===== src/hdl/psc_pkg.sv =====
// Overview of operation
// (RULE_01) Keep thirty-two statistics counters for the single Ethernet port.
// (RULE_02) Counter word: bit 31 overflow, bit 30 valid, bits 29:0 count; reset zero.
// (RULE_03) Host rereads the upper data word while its valid flag reads zero.
// (RULE_04) Counters reachable only indirectly, at indirect offsets zero to thirty-one.
// (RULE_05) Counter reads are selected in the indirect control register, bit twelve.
// (RULE_06) Low ten bits of the indirect control register choose the counter.
// (RULE_07) Low data word returns bits 15:0, high data word bits 31:16 with flags.
// (RULE_08) One control write carrying offset, read and table bits triggers the read.
// (RULE_09) Host reads the upper data word first, then the lower word.
// (RULE_10) Reading a counter clears it, so each read returns new events only.
// (RULE_11) Host should read every counter at least once per thirty seconds.
// (RULE_12) Counter 0 adds all received octets; counter 20 good transmitted octets.
// (RULE_13) Software never writes reserved counter offsets one and twenty-one.
// (RULE_14) Offsets 2-5: undersize, fragments, oversize, jabber receive frames.
// (RULE_15) Offsets 6-8: symbol errors, bad-CRC whole-byte, bad-CRC misaligned frames.
// (RULE_16) Offset 9 counts MAC control frames, offset 10 fully qualified pause frames.
// (RULE_17) Offsets 11-13: good broadcast, multicast without control, unicast frames.
// (RULE_18) Offsets 14-19: all received frames in six length bins; the code bins only frames from 64 octets up to the size limit.
// (RULE_19) Offset 22 counts collisions later than 512 bit times into transmit.
// (RULE_20) Offsets 23-26: pause, good broadcast, multicast, unicast transmitted frames.
// (RULE_21) Offsets 27-29: deferred, total collisions, abandoned transmit frames.
// (RULE_22) Offsets 30-31: frames sent after exactly one, or several, collisions.
// (RULE_23) Count wrap sets a sticky overflow flag until the counter is read.
package psc_pkg;
   localparam int          CNT_NUM      = 32;
   localparam int          CNT_W        = 30;
   localparam int          LEN_W        = 14;
   localparam int          ADDR_W       = 16;
   // Register indices; byte address is four times the index
   localparam logic [15:0] IDX_CTRL     = 16'h04a0;
   localparam logic [15:0] IDX_DLO      = 16'h04a8;
   localparam logic [15:0] IDX_DHI      = 16'h04aa;
   localparam logic [15:0] IDX_CFG      = 16'h04ac;
   localparam logic [15:0] ADDR_CTRL    = {IDX_CTRL[13:0], 2'b00};
   localparam logic [15:0] ADDR_DLO     = {IDX_DLO[13:0], 2'b00};
   localparam logic [15:0] ADDR_DHI     = {IDX_DHI[13:0], 2'b00};
   localparam logic [15:0] ADDR_CFG     = {IDX_CFG[13:0], 2'b00};
   // Indirect control fields
   localparam int          CTRL_OFS_LSB = 0;
   localparam int          CTRL_OFS_MSB = 9;
   localparam int          CTRL_TBL_LSB = 10;
   localparam int          CTRL_TBL_MSB = 11;
   localparam int          CTRL_RD_BIT  = 12;
   localparam logic [1:0]  TBL_STATS    = 2'h3;
   localparam int          CFG_LONG_BIT = 0;
   localparam logic [15:0] CTRL_RST     = 16'h0000;
   localparam logic [15:0] CFG_RST      = 16'h0000;
   // Counter word fields
   localparam int          OVF_BIT      = 31;
   localparam int          VLD_BIT      = 30;
   localparam logic [31:0] SNAP_RST     = 32'h0000_0000;
   // Frame length limits in octets
   localparam logic [13:0] LEN_MIN      = 14'h0040;
   localparam logic [13:0] LEN_B1_MAX   = 14'h007f;
   localparam logic [13:0] LEN_B2_MAX   = 14'h00ff;
   localparam logic [13:0] LEN_B3_MAX   = 14'h01ff;
   localparam logic [13:0] LEN_B4_MAX   = 14'h03ff;
   localparam logic [13:0] LEN_STD_MAX  = 14'h05f2;
   localparam logic [13:0] LEN_LONG_MAX = 14'h0600;
   localparam logic [1:0]  RESP_OKAY    = 2'h0;
   localparam logic [1:0]  RESP_SLVERR  = 2'h2;

   typedef enum logic [4:0] {
      C_RX_OCT, C_RSV_1, C_RX_SHORT, C_RX_BROKEN, C_RX_LONG, C_RX_LONG_ERR, C_RX_SYM,
      C_RX_CRC, C_RX_ALIGN, C_RX_CTRL, C_RX_PAUSE, C_RX_BC, C_RX_MC, C_RX_UC,
      C_RX_64, C_RX_127, C_RX_255, C_RX_511, C_RX_1023, C_RX_MAX, C_TX_OCT, C_RSV_21,
      C_TX_LATE, C_TX_PAUSE, C_TX_BC, C_TX_MC, C_TX_UC, C_TX_DEFER, C_TX_COLL,
      C_TX_ABANDON, C_TX_ONE, C_TX_MANY
   } psc_cnt_e_t;

   typedef struct packed {
      logic             done;      // One-cycle pulse at frame end
      logic [13:0]      len;       // Octets in frame
      logic             crc_ok;
      logic             sym_err;
      logic             dribble;   // Non-integral number of bytes
      logic             bcast;
      logic             mcast;     // Group address, not broadcast
      logic             ctrl_type; // Type field 88-08h
      logic             pause_da;
      logic             pause_op;  // Opcode 00-01
   } psc_rx_evt_t;

   typedef struct packed {
      logic             done;      // One-cycle pulse at frame end
      logic [13:0]      len;
      logic             good;
      logic             pause;
      logic             bcast;
      logic             mcast;
      logic             deferred;
      logic [4:0]       coll_cnt;
      logic             abandoned;
      logic             collision; // Pulse per collision, any time
      logic             late_coll; // Pulse per collision past 512 bit times
   } psc_tx_evt_t;
endpackage : psc_pkg


===== src/hdl/psc_stats.sv =====
`timescale 1ns/1ps
module psc_stats (
   input  wire logic                  ref_clk,
   input  wire logic                  rst,
   input  wire logic [15:0]           s_axi_awaddr,
   input  wire logic [2:0]            s_axi_awprot,
   input  wire logic                  s_axi_awvalid,
   output logic                       s_axi_awready,
   input  wire logic [31:0]           s_axi_wdata,
   input  wire logic [3:0]            s_axi_wstrb,
   input  wire logic                  s_axi_wvalid,
   output logic                       s_axi_wready,
   output logic [1:0]                 s_axi_bresp,
   output logic                       s_axi_bvalid,
   input  wire logic                  s_axi_bready,
   input  wire logic [15:0]           s_axi_araddr,
   input  wire logic [2:0]            s_axi_arprot,
   input  wire logic                  s_axi_arvalid,
   output logic                       s_axi_arready,
   output logic [31:0]                s_axi_rdata,
   output logic [1:0]                 s_axi_rresp,
   output logic                       s_axi_rvalid,
   input  wire logic                  s_axi_rready,
   input  wire psc_pkg::psc_rx_evt_t  rx_evt,
   input  wire psc_pkg::psc_tx_evt_t  tx_evt
);

   logic [29:0]  cnt_ff [psc_pkg::CNT_NUM];
   logic [31:0]  ovf_ff;
   logic [13:0]  inc    [psc_pkg::CNT_NUM];
   logic [30:0]  sum    [psc_pkg::CNT_NUM];
   logic [31:0]  clr_vec;

   logic         aw_held_ff;
   logic [15:0]  awaddr_ff;
   logic         w_held_ff;
   logic [31:0]  wdata_ff;
   logic [3:0]   wstrb_ff;
   logic         bvalid_ff;
   logic [1:0]   bresp_ff;
   logic         rvalid_ff;
   logic [31:0]  rdata_ff;
   logic [1:0]   rresp_ff;

   logic [15:0]  ctrl_ff;
   logic [15:0]  cfg_ff;
   logic [31:0]  snap_ff;

   logic         wr_go;
   logic         wr_ctrl;
   logic         wr_cfg;
   logic         wr_hit;
   logic [15:0]  nxt_ctrl;
   logic [15:0]  nxt_cfg;
   logic         trig;
   logic [9:0]   sel;
   logic         sel_ok;
   logic [4:0]   sel_idx;
   logic [31:0]  nxt_rdata;
   logic [1:0]   nxt_rresp;

   logic [13:0]  len_max;
   logic [13:0]  rl;
   logic         r_lo;
   logic         r_mid;
   logic         r_hi;
   logic         r_err;
   logic         r_good;

   // Word-aligned address match
   function automatic logic addr_hit(input logic [15:0] a, input logic [15:0] reg_addr);
      addr_hit = (a[15:2] == reg_addr[15:2]);
   endfunction : addr_hit

   // One event as a counter increment
   function automatic logic [13:0] one(input logic cond);
      one = {13'h0000, cond};
   endfunction : one

   // Apply the two low byte strobes to a 16-bit register
   function automatic logic [15:0] merge16(input logic [15:0] old, input logic [31:0] d,
                                           input logic [3:0] be);
      merge16 = old;
      if (be[0]) begin
         merge16[7:0] = d[7:0];
      end
      if (be[1]) begin
         merge16[15:8] = d[15:8];
      end
   endfunction : merge16

   // Write address and write data are taken independently, in either order
   assign s_axi_awready = !aw_held_ff && !bvalid_ff;
   assign s_axi_wready  = !w_held_ff && !bvalid_ff;
   assign s_axi_bvalid  = bvalid_ff;
   assign s_axi_bresp   = bresp_ff;
   assign s_axi_arready = !rvalid_ff;
   assign s_axi_rvalid  = rvalid_ff;
   assign s_axi_rdata   = rdata_ff;
   assign s_axi_rresp   = rresp_ff;

   always_ff @(posedge ref_clk) begin
      if (rst) begin
         aw_held_ff <= 1'b0;
         awaddr_ff  <= 16'h0000;
      end else if (s_axi_awvalid && s_axi_awready) begin
         aw_held_ff <= 1'b1;
         awaddr_ff  <= s_axi_awaddr;
      end else if (wr_go) begin
         aw_held_ff <= 1'b0;
      end
   end

   always_ff @(posedge ref_clk) begin
      if (rst) begin
         w_held_ff <= 1'b0;
         wdata_ff  <= 32'h0000_0000;
         wstrb_ff  <= 4'h0;
      end else if (s_axi_wvalid && s_axi_wready) begin
         w_held_ff <= 1'b1;
         wdata_ff  <= s_axi_wdata;
         wstrb_ff  <= s_axi_wstrb;
      end else if (wr_go) begin
         w_held_ff <= 1'b0;
      end
   end

   always_comb begin
      wr_go    = aw_held_ff && w_held_ff && !bvalid_ff;
      wr_ctrl  = wr_go && addr_hit(awaddr_ff, psc_pkg::ADDR_CTRL);
      wr_cfg   = wr_go && addr_hit(awaddr_ff, psc_pkg::ADDR_CFG);
      // Data words are read-only but mapped, so writes there are accepted and dropped
      wr_hit   = wr_ctrl || wr_cfg || addr_hit(awaddr_ff, psc_pkg::ADDR_DLO)
                 || addr_hit(awaddr_ff, psc_pkg::ADDR_DHI);
      nxt_ctrl = merge16(ctrl_ff, wdata_ff, wstrb_ff);
      nxt_cfg  = merge16(cfg_ff, wdata_ff, wstrb_ff);
      // Offset, read bit and table code all come in the one write
      trig     = wr_ctrl && nxt_ctrl[psc_pkg::CTRL_RD_BIT]
                 && (nxt_ctrl[psc_pkg::CTRL_TBL_MSB:psc_pkg::CTRL_TBL_LSB]
                     == psc_pkg::TBL_STATS); // [RULE_05] [RULE_08]
      sel      = nxt_ctrl[psc_pkg::CTRL_OFS_MSB:psc_pkg::CTRL_OFS_LSB]; // [RULE_06]
      sel_ok   = (sel[9:5] == 5'h00); // [RULE_04]
      sel_idx  = sel[4:0];
   end

   always_ff @(posedge ref_clk) begin
      if (rst) begin
         bvalid_ff <= 1'b0;
         bresp_ff  <= psc_pkg::RESP_OKAY;
      end else if (wr_go) begin
         bvalid_ff <= 1'b1;
         bresp_ff  <= wr_hit ? psc_pkg::RESP_OKAY : psc_pkg::RESP_SLVERR;
      end else if (s_axi_bready) begin
         bvalid_ff <= 1'b0;
      end
   end

   always_ff @(posedge ref_clk) begin
      if (rst) begin
         ctrl_ff <= psc_pkg::CTRL_RST;
      end else if (wr_ctrl) begin
         ctrl_ff <= nxt_ctrl; // [RULE_06]
      end
   end

   always_ff @(posedge ref_clk) begin
      if (rst) begin
         cfg_ff <= psc_pkg::CFG_RST;
      end else if (wr_cfg) begin
         cfg_ff <= nxt_cfg;
      end
   end

   // Snapshot holds the counter as it stood before the clear; offsets past the
   // table give a word with valid low so that the host retries
   always_ff @(posedge ref_clk) begin
      if (rst) begin
         snap_ff <= psc_pkg::SNAP_RST; // [RULE_02]
      end else if (trig) begin
         if (sel_ok) begin
            snap_ff <= {ovf_ff[sel_idx], 1'b1, cnt_ff[sel_idx]}; // [RULE_02]
         end else begin
            snap_ff <= psc_pkg::SNAP_RST; // [RULE_04]
         end
      end
   end

   always_comb begin
      nxt_rdata = 32'h0000_0000;
      nxt_rresp = psc_pkg::RESP_OKAY;
      if (addr_hit(s_axi_araddr, psc_pkg::ADDR_CTRL)) begin
         nxt_rdata = {16'h0000, ctrl_ff};
      end else if (addr_hit(s_axi_araddr, psc_pkg::ADDR_DLO)) begin
         nxt_rdata = {16'h0000, snap_ff[15:0]}; // [RULE_07]
      end else if (addr_hit(s_axi_araddr, psc_pkg::ADDR_DHI)) begin
         nxt_rdata = {16'h0000, snap_ff[31:16]}; // [RULE_07]
      end else if (addr_hit(s_axi_araddr, psc_pkg::ADDR_CFG)) begin
         nxt_rdata = {16'h0000, cfg_ff};
      end else begin
         nxt_rresp = psc_pkg::RESP_SLVERR;
      end
   end

   always_ff @(posedge ref_clk) begin
      if (rst) begin
         rvalid_ff <= 1'b0;
         rdata_ff  <= 32'h0000_0000;
         rresp_ff  <= psc_pkg::RESP_OKAY;
      end else if (s_axi_arvalid && !rvalid_ff) begin
         rvalid_ff <= 1'b1;
         rdata_ff  <= nxt_rdata;
         rresp_ff  <= nxt_rresp;
      end else if (s_axi_rready) begin
         rvalid_ff <= 1'b0;
      end
   end

   // Receive frame classes
   always_comb begin
      len_max = cfg_ff[psc_pkg::CFG_LONG_BIT] ? psc_pkg::LEN_LONG_MAX : psc_pkg::LEN_STD_MAX;
      rl      = rx_evt.len;
      r_lo    = (rl < psc_pkg::LEN_MIN);
      r_hi    = (rl > len_max);
      r_mid   = !r_lo && !r_hi;
      r_err   = !rx_evt.crc_ok || rx_evt.sym_err || rx_evt.dribble;
      r_good  = rx_evt.done && r_mid && !r_err;
   end

   always_comb begin
      for (int i = 0; i < psc_pkg::CNT_NUM; i++) begin
         inc[i] = 14'h0000;
      end
      if (rx_evt.done) begin
         inc[psc_pkg::C_RX_OCT]      = rl; // [RULE_12]
         inc[psc_pkg::C_RX_SHORT]    = one(r_lo && !r_err); // [RULE_14]
         inc[psc_pkg::C_RX_BROKEN]   = one(r_lo && r_err); // [RULE_14]
         inc[psc_pkg::C_RX_LONG]     = one(r_hi && !r_err); // [RULE_14]
         inc[psc_pkg::C_RX_LONG_ERR] = one(r_hi && r_err); // [RULE_14]
         inc[psc_pkg::C_RX_SYM]      = one(r_mid && rx_evt.sym_err); // [RULE_15]
         inc[psc_pkg::C_RX_CRC]      = one(r_mid && !rx_evt.crc_ok && !rx_evt.sym_err
                                           && !rx_evt.dribble); // [RULE_15]
         inc[psc_pkg::C_RX_ALIGN]    = one(r_mid && !rx_evt.crc_ok && !rx_evt.sym_err
                                           && rx_evt.dribble); // [RULE_15]
         inc[psc_pkg::C_RX_CTRL]     = one(rx_evt.ctrl_type); // [RULE_16]
         inc[psc_pkg::C_RX_PAUSE]    = one(rx_evt.ctrl_type && rx_evt.pause_da
                                           && rx_evt.pause_op && !r_lo
                                           && rx_evt.crc_ok); // [RULE_16]
         inc[psc_pkg::C_RX_BC]       = one(r_good && rx_evt.bcast); // [RULE_17]
         inc[psc_pkg::C_RX_MC]       = one(r_good && rx_evt.mcast
                                           && !rx_evt.ctrl_type); // [RULE_17]
         inc[psc_pkg::C_RX_UC]       = one(r_good && !rx_evt.bcast
                                           && !rx_evt.mcast); // [RULE_17]
         inc[psc_pkg::C_RX_64]       = one(rl == psc_pkg::LEN_MIN); // [RULE_18]
         inc[psc_pkg::C_RX_127]      = one(rl > psc_pkg::LEN_MIN
                                           && rl <= psc_pkg::LEN_B1_MAX); // [RULE_18]
         inc[psc_pkg::C_RX_255]      = one(rl > psc_pkg::LEN_B1_MAX
                                           && rl <= psc_pkg::LEN_B2_MAX); // [RULE_18]
         inc[psc_pkg::C_RX_511]      = one(rl > psc_pkg::LEN_B2_MAX
                                           && rl <= psc_pkg::LEN_B3_MAX); // [RULE_18]
         inc[psc_pkg::C_RX_1023]     = one(rl > psc_pkg::LEN_B3_MAX
                                           && rl <= psc_pkg::LEN_B4_MAX); // [RULE_18]
         inc[psc_pkg::C_RX_MAX]      = one(rl > psc_pkg::LEN_B4_MAX && !r_hi); // [RULE_18]
      end
      if (tx_evt.done) begin
         inc[psc_pkg::C_TX_OCT]      = tx_evt.good ? tx_evt.len : 14'h0000; // [RULE_12]
         inc[psc_pkg::C_TX_PAUSE]    = one(tx_evt.pause); // [RULE_20]
         inc[psc_pkg::C_TX_BC]       = one(tx_evt.good && tx_evt.bcast); // [RULE_20]
         inc[psc_pkg::C_TX_MC]       = one(tx_evt.good && tx_evt.mcast); // [RULE_20]
         inc[psc_pkg::C_TX_UC]       = one(tx_evt.good && !tx_evt.bcast
                                           && !tx_evt.mcast); // [RULE_20]
         inc[psc_pkg::C_TX_DEFER]    = one(tx_evt.deferred); // [RULE_21]
         inc[psc_pkg::C_TX_ABANDON]  = one(tx_evt.abandoned); // [RULE_21]
         inc[psc_pkg::C_TX_ONE]      = one(tx_evt.good
                                           && tx_evt.coll_cnt == 5'h01); // [RULE_22]
         inc[psc_pkg::C_TX_MANY]     = one(tx_evt.good
                                           && tx_evt.coll_cnt > 5'h01); // [RULE_22]
      end
      // Collision pulses arrive during the frame, not with its end
      inc[psc_pkg::C_TX_LATE] = one(tx_evt.late_coll); // [RULE_19]
      inc[psc_pkg::C_TX_COLL] = one(tx_evt.collision); // [RULE_21]
      // Reserved slots never count
      inc[psc_pkg::C_RSV_1]   = 14'h0000; // [RULE_13]
      inc[psc_pkg::C_RSV_21]  = 14'h0000; // [RULE_13]
   end

   always_comb begin
      for (int i = 0; i < psc_pkg::CNT_NUM; i++) begin
         sum[i]     = {1'b0, cnt_ff[i]} + {17'h00000, inc[i]};
         clr_vec[i] = trig && sel_ok && (sel_idx == i[4:0]); // [RULE_10]
      end
   end

   // An event in the clearing cycle is kept as the first count after the read,
   // so no event is lost to the read-clear
   always_ff @(posedge ref_clk) begin
      for (int i = 0; i < psc_pkg::CNT_NUM; i++) begin
         if (rst) begin
            cnt_ff[i] <= 30'h0000_0000; // [RULE_01] [RULE_02]
            ovf_ff[i] <= 1'b0;
         end else if (clr_vec[i]) begin
            cnt_ff[i] <= {16'h0000, inc[i]}; // [RULE_10]
            ovf_ff[i] <= 1'b0; // [RULE_10]
         end else begin
            cnt_ff[i] <= sum[i][29:0];
            ovf_ff[i] <= ovf_ff[i] || sum[i][30]; // [RULE_23]
         end
      end
   end

endmodule : psc_stats


===== config.mk =====
export PLATFORM = sky130hd
export DESIGN_NAME = psc_stats
export DESIGN_NICKNAME = d
export VERILOG_FILES = /design/src/hdl/psc_pkg.sv /design/src/hdl/psc_stats.sv
export SDC_FILE = /design/constraint.sdc
export NUM_CORES = 2
export LEC_CHECK = 0
export ABC_CLOCK_PERIOD_IN_PS = 5600
export BUFFER_PORTS_ARGS = -buffer_cell sky130_fd_sc_hd__buf_2
export CORE_MARGIN = 2
export CORE_UTILIZATION = 30
export CTS_CLUSTER_SIZE = 10
export DETAILED_ROUTE_END_ITERATION = 6
export GPL_TIMING_DRIVEN = 1
export RECOVER_POWER = 100
export SYNTH_ARGS = -nofsm -noshare
export SYNTH_HDL_FRONTEND = slang
export SYNTH_SLANG_ARGS = --single-unit

===== constraint.sdc =====
create_clock -name ref_clk -period 5.6 [get_ports ref_clk]
set_clock_uncertainty 0.2 [all_clocks]
set_input_delay 1.12 -clock ref_clk [delete_from_list [all_inputs] [get_ports ref_clk]]
set_output_delay 1.12 -clock ref_clk [all_outputs]
set_load 0.005 [all_outputs]

==> key figures <==
Logic synthesis
  • #FFs+latches synth: 1048
  • YS warnings: 0
  • Mapped cell area: 60900 sq um
  • Top cells by area, synth: edfxtp_1, xor2_1, nor2_1, dfxtp_1, xnor2_1
  • Synthesized instance count: 6054
  • EDFF count, synth: 900
  • Synth top area share: 0.444
  • Synth unique cells: 75
  • Top post-synthesis cells by count: nor2_1, edfxtp_1, xor2_1, nand2_1, nand3_1
  • Leading area contributor after synthesis: edfxtp_1
  • Post-synthesis sequential area ratio: 0.493
  • Mean area per synthesized cell: 10.1 sq um
  • Count leader, synth: nor2_1
  • Main synth FF type: edfxtp_1
  • Async SR Flop Fraction: 0

CTS
  • CTS Buffer Depth: 3
  • Post-CTS setup buffers: 0
  • Post-CTS Hold Buffers: 0
  • CTS H-tree lvls: 3
  • Total clock sinks: 1048
  • CTS tree: done
  • Clk_lat worst skew: 0.77 ns
  • Root Driver: clkbuf_16
  • TritonCTS Buffers: 121
  • CTS clock-pin slew for the worst setup and hold paths: 0.06 ns
  • CTS resizes: 0

Die
  • Initial Util: 0.301
  • Die Wd: 454 um
  • Core ar.: 202000 sq um
  • Die height: 454 um
  • # rows: 165
  • Die area: 207000 sq um
  • IO Pins: 173

Worst hold path
  • Type of the worst min-delay path: flip-flop to flip-flop

Routing
  • DRC viols: 0
  • Pre-Repair DR Iteration Count: 5
  • Routed WL: 185 mm
  • Routed vias: 48400
  • Vias/cell: 4.94
  • WL/cell: 18.9 um
  • Final antenna-violating net count: 0
  • Initial drt markers: 4372

Worst setup path
  • Crit path capture type: flip-flop
  • CP Launch Type: flip-flop
  • Crit-path max FO: 6
  • Crit-path max cell delay: 0.74 ns
  • Crit-path cells: clkbuf_1 > ha_1 > a21o_1 > a211o_1 > a21oi_1 > o21a_1 > nand2_1 > nor3_1 > ha_1 > ha_1 > nand3_1 > or2_2 > nor3_1 > buf_4 > nand3_1 > or3_1 > a21oi_1
  • Crit path required time: 6.00 ns
  • CP Class: flip-flop to flip-flop
  • Worst path arrival time: 5.62 ns
  • Crit path top cell by count: ha_1
  • Worst path slowest cell: dfxtp_1

STA
  • Fin crit share: 0.931
  • Fin crit period: 5.21 ns
  • Setup WS post-layout: 0.386 ns
  • Worst Max-Slew Pin Slew: 3.34 ns
  • Setup-failing EPs final: 0
  • Final Slew Violations: 104
  • Setup TNS: 0 ns
  • Unrepaired setup endpoints after global routing: no
  • Worst slew margin: -1.23
  • Final hold viol count: 0
  • Max Clock Freq: 192 MHz

Power and ir drop
  • Register share of total power: 0.508
  • Clock power frac: 0.405
  • PD cells: 261 nW/um^2
  • P_int: 13900 uW
  • Switching power: 4860 uW
  • Max VDD drop: 252 uV
  • Leakage: 0.0262 uW
  • Comb pwr share: 0.087
  • Switching Share: 0.260

Global routing
  • Vias in the first global route: 45200
  • Grt ovf: 0
  • Antenna violations before repair: 7
  • Global-route wire length before repair: 276 mm
  • GRT Total Usage: 0.174
  • Largest net degree at the start of global routing: 83

Status
  • Failing checks: max-capacitance violations, max-slew violations
  • Outcome: complete, but fails checks

Placed design
  • Input/output buffers: 126
  • Setup WS pre-CTS: 0.207 ns
  • GPL Wtd Cong: 0.926
  • Post-DP HPWL: 139 mm

Finish
  • Footprint of the multi-input gates: 32700 sq um
  • Sequential cell area: 30000 sq um
  • Fill cell count: 20300
  • Area growth syn-to-layout: 17.6%
  • Fin nets: 7256
  • Share of layout cells above drive strength 1: 0.0763

Flow run
  • Number of max-cap violations: 2
==> worst max-delay path, delay by kind of cell (launching register included) <==
| kind | cells | cell delay (ns) |
|---|---|---|
| and+or+nand+nor | 7 | 1.53 |
| AOI/OAI and AO/OA | 5 | 1.30 |
| adders and majority gates | 3 | 0.82 |
| DFF | 1 | 0.74 |
| buffers and inverters | 2 | 0.47 |
==> layer usage <==
layer | share of wire | vias up | track usage | routed length (um)
met5 | 0.00015 | - | 0 | 28
met4 | 0.052 | 4 | 0.0842 | 9640
met3 | 0.065 | 324 | 0.0236 | 11900
met2 | 0.46 | 1595 | 0.285 | 85600
met1 | 0.42 | 23600 | 0.227 | 77600
li1 | - | 22800 | - | -
==> kinds of logic (layout without fill, tap and decap cells) <==
family,Yosys count,after routing,share of synthesized area
buffers and inverters,420,576,0.0291
other,2,926,0.000123
muxes,212,212,0.0575
DFF,1048,1048,0.493
AOI/OAI and AO/OA,746,746,0.0769
and+or+nand+nor,2711,2711,0.206
xor gates and xnor gates,821,821,0.118
adders and majority gates,94,94,0.0195
==> flip-flops by register name, summed over array words and instances (netlist names) <==
register and cells:
cnt_ff 900, snap_ff 32, ovf_ff 30, cfg_ff 16, ctrl_ff 16, s_axi_rdata 16
wdata_ff 16, awaddr_ff 14, wstrb_ff 2, aw_held_ff 1, s_axi_bresp 1, s_axi_bvalid 1
s_axi_rresp 1, s_axi_rvalid 1, w_held_ff 1
==> cell usage in the layout (no fill, tap or decap), types with 44 or more instances in the layout <==
cell type  netlist  layout
and3_1         173     173
edfxtp_1       900     900
buf_2           95     116
nor2_1        1187    1187
xnor2_1        303     303
nand2_1        477     477
dfxtp_1        148     148
xor2_1         518     518
o21ai_0        212     212
ha_1            91      91
nor3_1          79      78
mux4_2         110     110
o22ai_1        168     168
nand4_1        153     153
and2_1          47      44
and4_1          73      73
buf_4           20      92
a21oi_1        160     157
nand3_1        363     363
clkbuf_16        0     123
inv_1          114     114
clkbuf_1       172      96
conb_1           2     918
mux2i_1        100      98
==> power groups by stage <==
stage / Clock [uW] / Combinational (uW) / Sequential, uW
global route: 8010 / 1800 / 9580
detailed placement: 0 / 1600 / 9660
finish: 7570 / 1630 / 9520
global placement: 0 / 1570 / 9640
CTS: 7740 / 1610 / 9500
floorplan: 0 / 1130 / 9470
==> layout make-up <==
class,instances,area share
Antenna cell,8,0.000280
Clock buffer,206,0.0483
Clock inverter,12,0.00222
Inverter,114,0.00598
Multi-Input combinational cell,5502,0.457
Sequential cell,1048,0.419
Tap cell,2672,0.0467
Timing Repair Buffer,244,0.0209
==> final timing paths <==
check / startpoint / end / slack [ns] / cells past startpoint
worst max-delay path: cfg_ff[0] / cnt_ff[13][28] / 0.39 / 17
worst min-delay path: snap_ff[30] / snap_ff[30] / 0.26 / 2
worst min register to register: snap_ff[30] / snap_ff[30] / 0.26 / 2
worst max register to register: cfg_ff[0] / cnt_ff[13][28] / 0.39 / 17
==> per-stage QoR <==
stage               area (sq um)  hold slack (ns)  power [uW]   util  instances
finish                     71600            0.255       18700  0.355       9806
global route               71600            0.268       19400  0.354       9800
CTS                        71700            0.257       18900  0.355       9798
detailed placement         68000            0.250       11300  0.337       9580
global placement           68000            0.239       11200  0.337       9580
floorplan                  64300            0.222       10600      -       6970
Note: power is estimated with default switching activity, not from simulation.
